`src/rtl/eft_pkg.sv`:
```
// Function
// Global reset, common exposure, transfer before readout
// Internal exposure between 40 us and frame period
// Next exposure overlaps current frame readout
// External pulse sets exposure, at least 40 us
// Plain frame period equals readout time
// Programmable pixel readout rate
// Frame time adds vertical blanking after readout
// Frame time in 1 us steps, about 1 s
// Frame time permits exposure beyond readout time
// Row blank 1 us unless suppressed
// No suppression with averaging or two taps
// Two, four, eight or ten taps
// Eight or ten bit pixels
// Link output paced by 85 MHz link clock; here its rises are sampled on the 50 ns (20 MHz) core clock
// One readout window: sizes and offsets
// Window at least 320 x 2, width step 8
// Too short frame time falls back to readout
// Settings change only at frame boundary
`default_nettype none
package eft_pkg;
    localparam int CLK_NS = 50;
    localparam int US_NS = 1000;
    localparam int FRAME_STEP_US = 1;
    localparam int TICK_CYC = (FRAME_STEP_US * US_NS + CLK_NS - 1) / CLK_NS;
    localparam int EXP_MIN_US_FIG = 40;
    localparam int ROW_BLANK_US = 1;
    localparam int ROW_BLANK_CYC = (ROW_BLANK_US * US_NS + CLK_NS - 1) / CLK_NS;
    localparam int FRAME_MAX_US_FIG = 1000000;
    localparam int LINK_CLK_MHZ = 85;
    localparam int US_W = 20;
    localparam int COORD_W = 13;
    localparam int TAP_MAX = 10;
    localparam int PIX_W = 10;
    localparam int WIN_MIN_H_FIG = 320;
    localparam int WIN_MIN_V_FIG = 2;
    localparam logic [4:0] TICK_LAST = 5'(TICK_CYC - 1);
    localparam logic [4:0] BLANK_LAST = 5'(ROW_BLANK_CYC - 1);
    localparam logic [US_W-1:0] EXP_MIN_US = US_W'(EXP_MIN_US_FIG);
    localparam logic [US_W-1:0] FRAME_MAX_US = US_W'(FRAME_MAX_US_FIG);
    localparam logic [COORD_W-1:0] WIN_MIN_H = COORD_W'(WIN_MIN_H_FIG);
    localparam logic [COORD_W-1:0] WIN_MIN_V = COORD_W'(WIN_MIN_V_FIG);
    localparam logic [COORD_W-1:0] WIN_H_MASK = 13'h1ff8;

    typedef enum logic [1:0] {
        EFT_TAP2 = 2'b00,
        EFT_TAP4 = 2'b01,
        EFT_TAP8 = 2'b10,
        EFT_TAP10 = 2'b11
    } eft_tap_t;

    typedef enum logic [1:0] {
        EFT_RD_IDLE = 2'b00,
        EFT_RD_LINE = 2'b01,
        EFT_RD_RBLANK = 2'b10
    } eft_rd_t;

    typedef enum logic [1:0] {
        EFT_EX_WAIT = 2'b00,
        EFT_EX_RUN = 2'b01,
        EFT_EX_DONE = 2'b10
    } eft_ex_t;

    function automatic logic [3:0] eft_taps(input eft_tap_t sel);
        case (sel)
            EFT_TAP2: eft_taps = 4'h2;
            EFT_TAP4: eft_taps = 4'h4;
            EFT_TAP8: eft_taps = 4'h8;
            default: eft_taps = 4'ha;
        endcase
    endfunction : eft_taps
endpackage : eft_pkg
`default_nettype wire

```
`src/rtl/eft_frame_timing.sv`:
```
`default_nettype none
module eft_frame_timing #(
    parameter int SENSOR_COLS = 5120,
    parameter int SENSOR_ROWS = 5120,
    parameter int FIFO_DEPTH = 8
) (
    input wire logic core_clk,
    input wire logic rst_b,
    input wire logic ce,
    input wire logic ext_expo,
    input wire logic link_clk,
    input wire logic ext_sel,
    input wire logic [eft_pkg::US_W-1:0] exp_time_us,
    input wire logic frame_time_en,
    input wire logic [eft_pkg::US_W-1:0] frame_time_us,
    input wire logic row_blank_suppress,
    input wire logic pix_avg_en,
    input wire eft_pkg::eft_tap_t tap_sel,
    input wire logic depth10,
    input wire logic [7:0] pix_clk_div,
    input wire logic [eft_pkg::COORD_W-1:0] win_h_size,
    input wire logic [eft_pkg::COORD_W-1:0] win_v_size,
    input wire logic [eft_pkg::COORD_W-1:0] win_h_off,
    input wire logic [eft_pkg::COORD_W-1:0] win_v_off,
    input wire logic [eft_pkg::TAP_MAX*eft_pkg::PIX_W-1:0] array_data,
    output logic pix_reset,
    output logic charge_xfer,
    output logic expo_active,
    output logic frame_busy,
    output logic array_rd,
    output logic [eft_pkg::COORD_W-1:0] array_row,
    output logic [eft_pkg::COORD_W-1:0] array_col,
    output logic [eft_pkg::TAP_MAX*eft_pkg::PIX_W-1:0] link_taps,
    output logic link_dval,
    output logic link_lend,
    output logic link_fend,
    output eft_pkg::eft_tap_t link_tap_sel,
    output logic link_depth10
);
    localparam int CW = eft_pkg::COORD_W;
    localparam int UW = eft_pkg::US_W;
    localparam int DW = eft_pkg::TAP_MAX * eft_pkg::PIX_W;
    localparam logic [CW-1:0] MAX_H = CW'(SENSOR_COLS);
    localparam logic [CW-1:0] MAX_V = CW'(SENSOR_ROWS);

    typedef struct packed {
        eft_pkg::eft_rd_t rd;
        eft_pkg::eft_ex_t ex;
        logic [4:0] tick;
        logic [UW-1:0] frame_us;
        logic [UW-1:0] read_us;
        logic [UW-1:0] exp_us;
        logic [UW-1:0] exp_len;
        logic [UW-1:0] exp_set;
        logic [UW-1:0] ft_us;
        logic ft_en;
        logic ext_sel;
        logic ext_q;
        logic lclk_q;
        eft_pkg::eft_tap_t tap_sel;
        logic depth10;
        logic avg;
        logic sup_eff;
        logic [7:0] div;
        logic [7:0] beat;
        logic [4:0] blank;
        logic [CW-1:0] h_size;
        logic [CW-1:0] v_size;
        logic [CW-1:0] h_off;
        logic [CW-1:0] v_off;
        logic [CW-1:0] row;
        logic [CW-1:0] col;
        logic pix_reset;
        logic charge_xfer;
        logic expo_active;
        logic frame_busy;
        logic array_rd;
        logic pend_lend;
        logic pend_fend;
        logic [CW-1:0] array_row;
        logic [CW-1:0] array_col;
        logic [DW-1:0] link_taps;
        logic link_dval;
        logic link_lend;
        logic link_fend;
        eft_pkg::eft_tap_t link_tap_sel;
        logic link_depth10;
    } eft_state_t;

    eft_state_t cur;
    eft_state_t next_s;
    logic rst_n;
    logic [1:0] pins_s;
    logic ext_s;
    logic lclk_s;
    logic f_in_ready;
    logic f_out_valid;
    logic [DW+4:0] f_out_data;
    logic [DW-1:0] fmt;
    logic [3:0] ntaps;
    logic us_tick;
    logic start_due;
    logic last_col;
    logic last_row;
    logic [UW-1:0] period;
    logic [UW-1:0] exp_clip;
    logic [UW-1:0] exp_want;
    logic [CW-1:0] w_h;
    logic [CW-1:0] w_v;
    logic [CW-1:0] w_ho;
    logic [CW-1:0] w_vo;

    eft_sync #(.W(1)) u_rst_sync (
        .clk(core_clk),
        .arst_n(rst_b),
        .en(1'b1),
        .d(1'b1),
        .q(rst_n)
    );

    eft_sync #(.W(2)) u_pin_sync (
        .clk(core_clk),
        .arst_n(rst_n),
        .en(ce),
        .d({ext_expo, link_clk}),
        .q(pins_s)
    );
    assign ext_s = pins_s[1];
    assign lclk_s = pins_s[0];

    // Readout stalls on a full FIFO instead of dropping pixels
    // Format travels with each word, so a frame still draining keeps its own
    eft_fifo #(.W(DW + 5), .DEPTH(FIFO_DEPTH)) u_fifo (
        .clk(core_clk),
        .rst_n(rst_n),
        .ce(ce),
        .in_valid(cur.array_rd),
        .in_ready(f_in_ready),
        .in_data({cur.tap_sel, cur.depth10, cur.pend_fend, cur.pend_lend, fmt}),
        .out_valid(f_out_valid),
        .out_ready(lclk_s && !cur.lclk_q),
        .out_data(f_out_data)
    );

    assign ntaps = eft_pkg::eft_taps(cur.tap_sel);

    for (genvar t = 0; t < eft_pkg::TAP_MAX; t++) begin : g_tap
        // Eight-bit mode keeps the upper bits of each pixel
        assign fmt[t*eft_pkg::PIX_W +: eft_pkg::PIX_W] = (4'(t) >= ntaps) ? '0 :
            cur.depth10 ? array_data[t*eft_pkg::PIX_W +: eft_pkg::PIX_W] :
            {2'h0, array_data[t*eft_pkg::PIX_W+2 +: 8]};
    end

    always_comb begin
        next_s = cur;
        next_s.pix_reset = 1'b0;
        next_s.charge_xfer = 1'b0;
        next_s.array_rd = 1'b0;
        next_s.ext_q = ext_s;
        next_s.lclk_q = lclk_s;
        us_tick = cur.tick == eft_pkg::TICK_LAST;
        next_s.tick = us_tick ? 5'h00 : cur.tick + 5'h01;
        if (us_tick && cur.frame_us != eft_pkg::FRAME_MAX_US) begin
            next_s.frame_us = cur.frame_us + 20'h00001;
        end
        period = (cur.ft_en && cur.ft_us > cur.read_us) ? cur.ft_us : cur.read_us;
        exp_clip = (cur.exp_set > period) ? period : cur.exp_set;
        exp_want = (exp_clip < eft_pkg::EXP_MIN_US) ? eft_pkg::EXP_MIN_US : exp_clip;
        start_due = ({1'b0, cur.frame_us} + {1'b0, exp_want}) >= {1'b0, period};
        last_col = ({1'b0, cur.col} + {10'h000, ntaps}) >= ({1'b0, cur.h_off} + {1'b0, cur.h_size});
        last_row = cur.row == cur.v_off + cur.v_size - 13'h0001;
        w_h = win_h_size & eft_pkg::WIN_H_MASK;
        w_h = (w_h < eft_pkg::WIN_MIN_H) ? eft_pkg::WIN_MIN_H : (w_h > MAX_H) ? MAX_H : w_h;
        w_v = (win_v_size < eft_pkg::WIN_MIN_V) ? eft_pkg::WIN_MIN_V : (win_v_size > MAX_V) ? MAX_V : win_v_size;
        w_ho = (win_h_off > MAX_H - w_h) ? MAX_H - w_h : win_h_off;
        w_vo = (win_v_off > MAX_V - w_v) ? MAX_V - w_v : win_v_off;

        // Link side: one FIFO word per sampled rising link clock edge
        if (lclk_s && !cur.lclk_q) begin
            next_s.link_dval = f_out_valid;
            if (f_out_valid) begin
                next_s.link_fend = f_out_data[DW+1];
                next_s.link_lend = f_out_data[DW];
                next_s.link_taps = f_out_data[DW-1:0];
                next_s.link_tap_sel = eft_pkg::eft_tap_t'(f_out_data[DW+4:DW+3]);
                next_s.link_depth10 = f_out_data[DW+2];
            end
        end

        // Exposure runs on its own, overlapping the previous frame's readout
        case (cur.ex)
            eft_pkg::EFT_EX_WAIT: begin
                if (cur.ext_sel ? (ext_s && !cur.ext_q) : (us_tick && start_due)) begin
                    next_s.ex = eft_pkg::EFT_EX_RUN;
                    next_s.pix_reset = 1'b1;
                    next_s.expo_active = 1'b1;
                    next_s.exp_us = '0;
                    next_s.exp_len = exp_want;
                end
            end
            eft_pkg::EFT_EX_RUN: begin
                if (us_tick && cur.exp_us != eft_pkg::FRAME_MAX_US) begin
                    next_s.exp_us = cur.exp_us + 20'h00001;
                end
                // A pulse shorter than the floor is stretched to the floor
                if (cur.ext_sel ? (!ext_s && cur.exp_us >= eft_pkg::EXP_MIN_US)
                                : (cur.exp_us >= cur.exp_len)) begin
                    next_s.ex = eft_pkg::EFT_EX_DONE;
                end
            end
            eft_pkg::EFT_EX_DONE: begin
            end
            default: begin
                next_s.ex = eft_pkg::EFT_EX_WAIT;
            end
        endcase

        case (cur.rd)
            eft_pkg::EFT_RD_IDLE: begin
            end
            eft_pkg::EFT_RD_LINE: begin
                if (cur.beat != 8'h00) begin
                    next_s.beat = cur.beat - 8'h01;
                end else if (f_in_ready && !cur.array_rd) begin
                    next_s.array_rd = 1'b1;
                    next_s.array_row = cur.row;
                    next_s.array_col = cur.col;
                    next_s.pend_lend = last_col;
                    next_s.pend_fend = last_col && last_row;
                    next_s.beat = cur.div;
                    if (!last_col) begin
                        next_s.col = cur.col + {9'h000, ntaps};
                    end else begin
                        next_s.col = cur.h_off;
                        if (!last_row) begin
                            next_s.row = cur.row + 13'h0001;
                        end
                        if (!cur.sup_eff) begin
                            next_s.rd = eft_pkg::EFT_RD_RBLANK;
                            next_s.blank = eft_pkg::BLANK_LAST;
                        end else if (last_row) begin
                            next_s.rd = eft_pkg::EFT_RD_IDLE;
                            next_s.frame_busy = 1'b0;
                            next_s.read_us = cur.frame_us;
                        end
                    end
                end
            end
            eft_pkg::EFT_RD_RBLANK: begin
                if (cur.blank != 5'h00) begin
                    next_s.blank = cur.blank - 5'h01;
                end else if (cur.pend_fend) begin
                    next_s.rd = eft_pkg::EFT_RD_IDLE;
                    next_s.frame_busy = 1'b0;
                    next_s.read_us = cur.frame_us;
                end else begin
                    next_s.rd = eft_pkg::EFT_RD_LINE;
                end
            end
            default: begin
                next_s.rd = eft_pkg::EFT_RD_IDLE;
            end
        endcase

        // Frame boundary: transfer after exposure, once readout and any blanking end
        if (cur.ex == eft_pkg::EFT_EX_DONE && cur.rd == eft_pkg::EFT_RD_IDLE
                && (!cur.ft_en || cur.frame_us >= cur.ft_us)) begin
            next_s.charge_xfer = 1'b1;
            next_s.expo_active = 1'b0;
            next_s.ex = eft_pkg::EFT_EX_WAIT;
            next_s.frame_us = '0;
            next_s.tick = 5'h00;
            next_s.ext_sel = ext_sel;
            next_s.exp_set = exp_time_us;
            next_s.ft_en = frame_time_en;
            next_s.ft_us = (frame_time_us > eft_pkg::FRAME_MAX_US) ? eft_pkg::FRAME_MAX_US : frame_time_us;
            next_s.tap_sel = tap_sel;
            next_s.depth10 = depth10;
            next_s.avg = pix_avg_en;
            next_s.sup_eff = row_blank_suppress && !pix_avg_en && tap_sel != eft_pkg::EFT_TAP2;
            next_s.div = pix_clk_div;
            next_s.h_size = w_h;
            next_s.v_size = w_v;
            next_s.h_off = w_ho;
            next_s.v_off = w_vo;
            next_s.row = w_vo;
            next_s.col = w_ho;
            next_s.beat = 8'h00;
            next_s.rd = eft_pkg::EFT_RD_LINE;
            next_s.frame_busy = 1'b1;
        end
    end

    always_ff @(posedge core_clk or negedge rst_n) begin
        if (!rst_n) begin
            cur <= '0;
        end else if (ce) begin
            cur <= next_s;
        end
    end

    assign pix_reset = cur.pix_reset;
    assign charge_xfer = cur.charge_xfer;
    assign expo_active = cur.expo_active;
    assign frame_busy = cur.frame_busy;
    assign array_rd = cur.array_rd;
    assign array_row = cur.array_row;
    assign array_col = cur.array_col;
    assign link_taps = cur.link_taps;
    assign link_dval = cur.link_dval;
    assign link_lend = cur.link_lend;
    assign link_fend = cur.link_fend;
    assign link_tap_sel = cur.link_tap_sel;
    assign link_depth10 = cur.link_depth10;
endmodule : eft_frame_timing
`default_nettype wire

```
`src/rtl/eft_sync.sv`:
```
`default_nettype none
module eft_sync #(
    parameter int W = 1
) (
    input wire logic clk,
    input wire logic arst_n,
    input wire logic en,
    input wire logic [W-1:0] d,
    output logic [W-1:0] q
);
    typedef struct packed {
        logic [W-1:0] meta;
        logic [W-1:0] out;
    } eft_sync_t;

    eft_sync_t cur;
    eft_sync_t next_s;

    always_comb begin
        next_s.meta = d;
        next_s.out = cur.meta;
    end

    always_ff @(posedge clk or negedge arst_n) begin
        if (!arst_n) begin
            cur <= '0;
        end else if (en) begin
            cur <= next_s;
        end
    end

    assign q = cur.out;
endmodule : eft_sync
`default_nettype wire

```
`src/rtl/eft_fifo.sv`:
```
`default_nettype none
module eft_fifo #(
    parameter int W = 8,
    parameter int DEPTH = 8
) (
    input wire logic clk,
    input wire logic rst_n,
    input wire logic ce,
    input wire logic in_valid,
    output logic in_ready,
    input wire logic [W-1:0] in_data,
    output logic out_valid,
    input wire logic out_ready,
    output logic [W-1:0] out_data
);
    localparam int AW = $clog2(DEPTH);

    typedef struct packed {
        logic [DEPTH-1:0][W-1:0] mem;
        logic [AW-1:0] wp;
        logic [AW-1:0] rp;
        logic [AW:0] cnt;
    } eft_fifo_t;

    eft_fifo_t cur;
    eft_fifo_t next_s;
    logic push;
    logic pop;

    assign in_ready = cur.cnt != (AW + 1)'(DEPTH);
    assign out_valid = cur.cnt != '0;
    assign out_data = cur.mem[cur.rp];

    always_comb begin
        next_s = cur;
        push = in_valid && in_ready;
        pop = out_valid && out_ready;
        if (push) begin
            next_s.mem[cur.wp] = in_data;
            next_s.wp = (cur.wp == AW'(DEPTH - 1)) ? '0 : cur.wp + 1'b1;
        end
        if (pop) begin
            next_s.rp = (cur.rp == AW'(DEPTH - 1)) ? '0 : cur.rp + 1'b1;
        end
        if (push && !pop) begin
            next_s.cnt = cur.cnt + 1'b1;
        end else if (pop && !push) begin
            next_s.cnt = cur.cnt - 1'b1;
        end
    end

    always_ff @(posedge clk or negedge rst_n) begin
        if (!rst_n) begin
            cur <= '0;
        end else if (ce) begin
            cur <= next_s;
        end
    end
endmodule : eft_fifo
`default_nettype wire

```
`config.mk`:
```
export PLATFORM = sky130hd
export DESIGN_NAME = eft_frame_timing
export DESIGN_NICKNAME = d
export VERILOG_FILES = /design/src/rtl/eft_pkg.sv /design/src/rtl/eft_frame_timing.sv /design/src/rtl/eft_sync.sv /design/src/rtl/eft_fifo.sv
export SDC_FILE = /design/constraint.sdc
export NUM_CORES = 2
export LEC_CHECK = 0
export BUFFER_PORTS_ARGS = -buffer_cell sky130_fd_sc_hd__buf_2
export CAP_MARGIN = 20
export CORE_MARGIN = 2
export CORE_UTILIZATION = 65
export DETAILED_ROUTE_END_ITERATION = 7
export GPL_TIMING_DRIVEN = 0
export HOLD_SLACK_MARGIN = 0.08
export PLACE_DENSITY = 0.84
export SKIP_LAST_GASP = 1
export SLEW_MARGIN = 5
export SYNTH_ARGS = -nofsm -noshare
export SYNTH_HDL_FRONTEND = slang
export SYNTH_SLANG_ARGS = --single-unit
```
`constraint.sdc`:
```
create_clock -name core_clk -period 58.2 [get_ports core_clk]
set_input_delay 2.91 -clock core_clk [delete_from_list [all_inputs] [get_ports core_clk]]
set_output_delay 2.91 -clock core_clk [all_outputs]
set_load 0.005 [all_outputs]
```
==> results.yml <==
outcome:
  status: "complete, no violations"
place:
  portBuffers: 344
  placed_cells: 7688
  place_hpwl_mm: 132
  gp_congestion: 0.962
sta:
  hold_viol_final: 0
  slew_viol_final: 0
  period_share_pct: 20.5
  rsz0062_at_grt: "false"
  fmax_mhz: 83.9
  setup_viol: 0
  slew_headroom_pct: 13.9
  fin_skew_ns: 0.101
  worst_pin_slew_ns: 1.29
  setup_tns_ns: 0
  layout_min_cycle_time_ns: 11.92
pwr:
  power.net_switching_mw: 1.23
  clockPowerShare_pct: 24.8
  p_sw_share_pct: 38.3
  p_total_mw: 3.21
  p_per_area_nw_per_um2: 46.3
  power_frac_seq_pct: 34.2
  internal-power_mw: 1.98
  max-vdd-ir-drop_mv: 0.0366
  share_comb_of_total_power_pct: 41.0
  cellLeakagePower_nw: 32.1
clock_tree:
  h-tree-depth: 3
  ctsResizeCount: 0
  cts.sinks: 1228
  postCtsSetupBuffers: 0
  clk_pin_slew_ns: 0.07
  cts.path.max_buffers: 3
  insertion_delay_ns: 0.77
  cts_tree: "yes"
  hold_buffers: 0
  cts-root-buf: "clkbuf_16"
  cts_buffers: 119
global_routing:
  grt_pass1_wl_mm: 290
  grt_pass1_vias: 50800
  grt_max_degree: 72
  grtUsageTotal_pct: 38.6
  grt_overflow: 0
  antenna_found_initial: 21
layout:
  final_cells: 7925
  synthToLayoutAreaGrowth_pct: 13.0
  fin_nets: 6992
  final-seq-area_um2: 30700
  fillers: 6304
  drive_gt1_share_pct: 16.3
  multi_input_comb_area_um2: 27400
logic_synthesis:
  ys_ff_latch: 1228
  yosys-top-cells-count: "1228 x dfrtp_1, 1207 x nand2_1, 988 x o21ai_0"
  synth_cells: 6065
  synth_edf_count: 0
  ys_types: 89
  synth_most_common_cell: "dfrtp_1"
  synthTopCellsByArea: "dfrtp_1 50%, o21ai_0 8.1%, mux4_2 7.7%"
  ys_seq_area_share_pct: 50.1
  synth_top_cell_area_share_pct: 50.1
  async_flop_share_pct: 100
  synthesis.area_um2: 61400
  ys.flop_type: "dfrtp_1"
  synth_fp_nets: 6501
  syn_avg_cell_area_um2: 10.1
  yosys_warnings: 0
  yosysTopAreaCell: "dfrtp_1"
routing:
  route.detailed.drc: 0
  drt_iter0_drc: 5841
  viasPerCell: 6.41
  totalWireLength_mm: 186
  routed-via-count: 50800
  first_pass_iters: 7
  wl_per_cell_um: 23.5
  antenna_left: 0
critical_path:
  crit_path_max_fanout: 10
  critical_path.max_stage_delay_ns: 0.82
  crit_required_ns: 58.79
  path_class: "reg2reg"
  end_kind: "flip-flop"
  cp_top_family: "compound AO/OA/AOI/OAI gates"
  critPathLaunchType: "flip-flop"
  path_buf_inv: 7
  slowest_stage: "o21ai_1"
  cp.arrival_ns: 12.52
floorplan:
  rows: 112
  initial_core_util_pct: 65.7
  die_y_um: 311
  core_um2: 93500
  dieArea_um2: 96900
  die_w_um: 311
  num_io_pins: 349
job:
  max_cap_violations: 0
min_path:
  hold_path.class: "reg2async"
==> worst paths after layout <==
check                      slack [ns]  cells past startpoint                         to                         from
setup / recovery                46.28                     42       cur[294]$_DFFE_PN0P_         cur[346]$_DFFE_PN0P_
hold / removal                   0.20                      0  link_taps[99]$_DFFE_PN0P_       u_rst_sync.q$_DFF_PN0_
setup reg to reg                46.28                     42       cur[294]$_DFFE_PN0P_         cur[346]$_DFFE_PN0P_
hold reg to reg                  0.20                      0  link_taps[99]$_DFFE_PN0P_       u_rst_sync.q$_DFF_PN0_
max in group asynchronous       55.20                      7       cur[321]$_DFFE_PN0P_       u_rst_sync.q$_DFF_PN0_
min in group core_clk            0.35                      0     u_rst_sync.q$_DFF_PN0_  u_rst_sync.cur[1]$_DFF_PN0_
==> worst register-to-register path, delay by kind of cell (launching register included) <==
family | cells | cell delay (ns)
AND/OR/NAND/NOR | 10 | 2.25
buffers and inverters | 7 | 1.78
XOR/XNOR | 1 | 0.11
adder cells (fa/ha/maj) | 4 | 1.24
flip-flops | 1 | 0.44
AO/OA/AOI/OAI | 18 | 5.25
multiplexers | 2 | 0.75
==> placed cells by master (no fill, tap or decap), types with 14 or more instances in the layout <==
cell type,Yosys,layout
buf_1,69,69
or2_2,24,24
mux2i_1,163,163
buf_2,8,354
and3_1,23,23
xnor2_1,50,50
mux2_2,114,114
clkbuf_8,0,31
a31oi_1,19,19
buf_4,130,130
o21ai_0,988,988
a21o_1,50,50
o21a_1,20,20
and2_1,19,19
clkinv_2,0,16
clkbuf_16,0,120
nor3_1,40,40
dfrtp_1,1228,1227
nor4_1,29,29
nand4_1,44,44
mux2_1,22,22
o31ai_1,14,14
diode_2,0,15
mux2_4,16,16
a211oi_1,14,14
nand2_1,1207,1207
inv_1,205,205
xor2_1,34,34
clkbuf_1,296,324
a21oi_1,237,237
mux4_2,210,210
nand2b_1,28,28
buf_16,0,20
nand3_1,78,78
o211ai_1,15,15
nor2_1,259,259
ha_1,219,219
nor2b_1,21,21
==> cell families after synthesis <==
group | Yosys count | share of synthesized area [%]
muxes | 525 | 13.3
and+or+nand+nor | 1825 | 12.5
adders and majority gates | 224 | 4.63
xor gates and xnor gates | 84 | 1.20
other | 1 | 0.00611
AOI/OAI and AO/OA | 1462 | 13.1
buffers and inverters | 716 | 5.24
DFF | 1228 | 50.1
==> routing by layer <==
layer  track usage, %  up-vias  part of all wire (%)
met1             49.2    25000                    37
met4             23.7       16                   7.1
li1                 -    22000                     -
met5                0        -                 0.075
met3             10.1      742                    10
met2             59.6     3107                    46
==> flip-flops by register name, indices dropped and copies added (netlist names) <==
register,cells
u_pin_sync.q,2
link_tap_sel,2
u_pin_sync.cur,2
frame_busy,1
link_fend,1
expo_active,1
pix_reset,1
link_depth10,1
charge_xfer,1
array_rd,1
link_taps,100
u_rst_sync.cur,1
u_fifo.cur,850
u_rst_sync.q,1
array_row,13
link_lend,1
cur,235
array_col,13
link_dval,1
==> power groups by stage <==
stage / registers, mW / clock network (mW) / logic, mW
6_report: 1.10 / 0.798 / 1.32
5_1_grt: 1.11 / 0.831 / 1.43
4_1_cts: 1.10 / 0.796 / 1.29
3_5_place_dp: 1.11 / 0 / 1.28
3_3_place_gp: 1.12 / 0 / 1.21
2_1_floorplan: 1.09 / 0 / 0.901
==> through the flow <==
step	hold slack (ns)	worst slack, ns	instance area (um^2)	util, %
6_report	0.197	46.28	69400	74.2
5_1_grt	0.259	45.59	69300	74.2
4_1_cts	0.217	46.63	69300	74.2
3_5_place_dp	0.254	46.72	65300	69.8
3_3_place_gp	0.337	9.17	64700	69.2
2_1_floorplan	0.331	21.44	61400	-
==> final cells by class <==
class | count | share of cell area (%)
antenna | 15 | 0.0541
buffer | 508 | 3.51
clock buffer | 179 | 5.10
clock inverter | 42 | 0.745
inverter | 208 | 1.13
multi-input combinational | 4121 | 39.5
sequential | 1228 | 44.3
tap | 1254 | 2.26
timing repair buffer | 370 | 3.37
No activity file was read; power rests on OpenSTA's default activity.
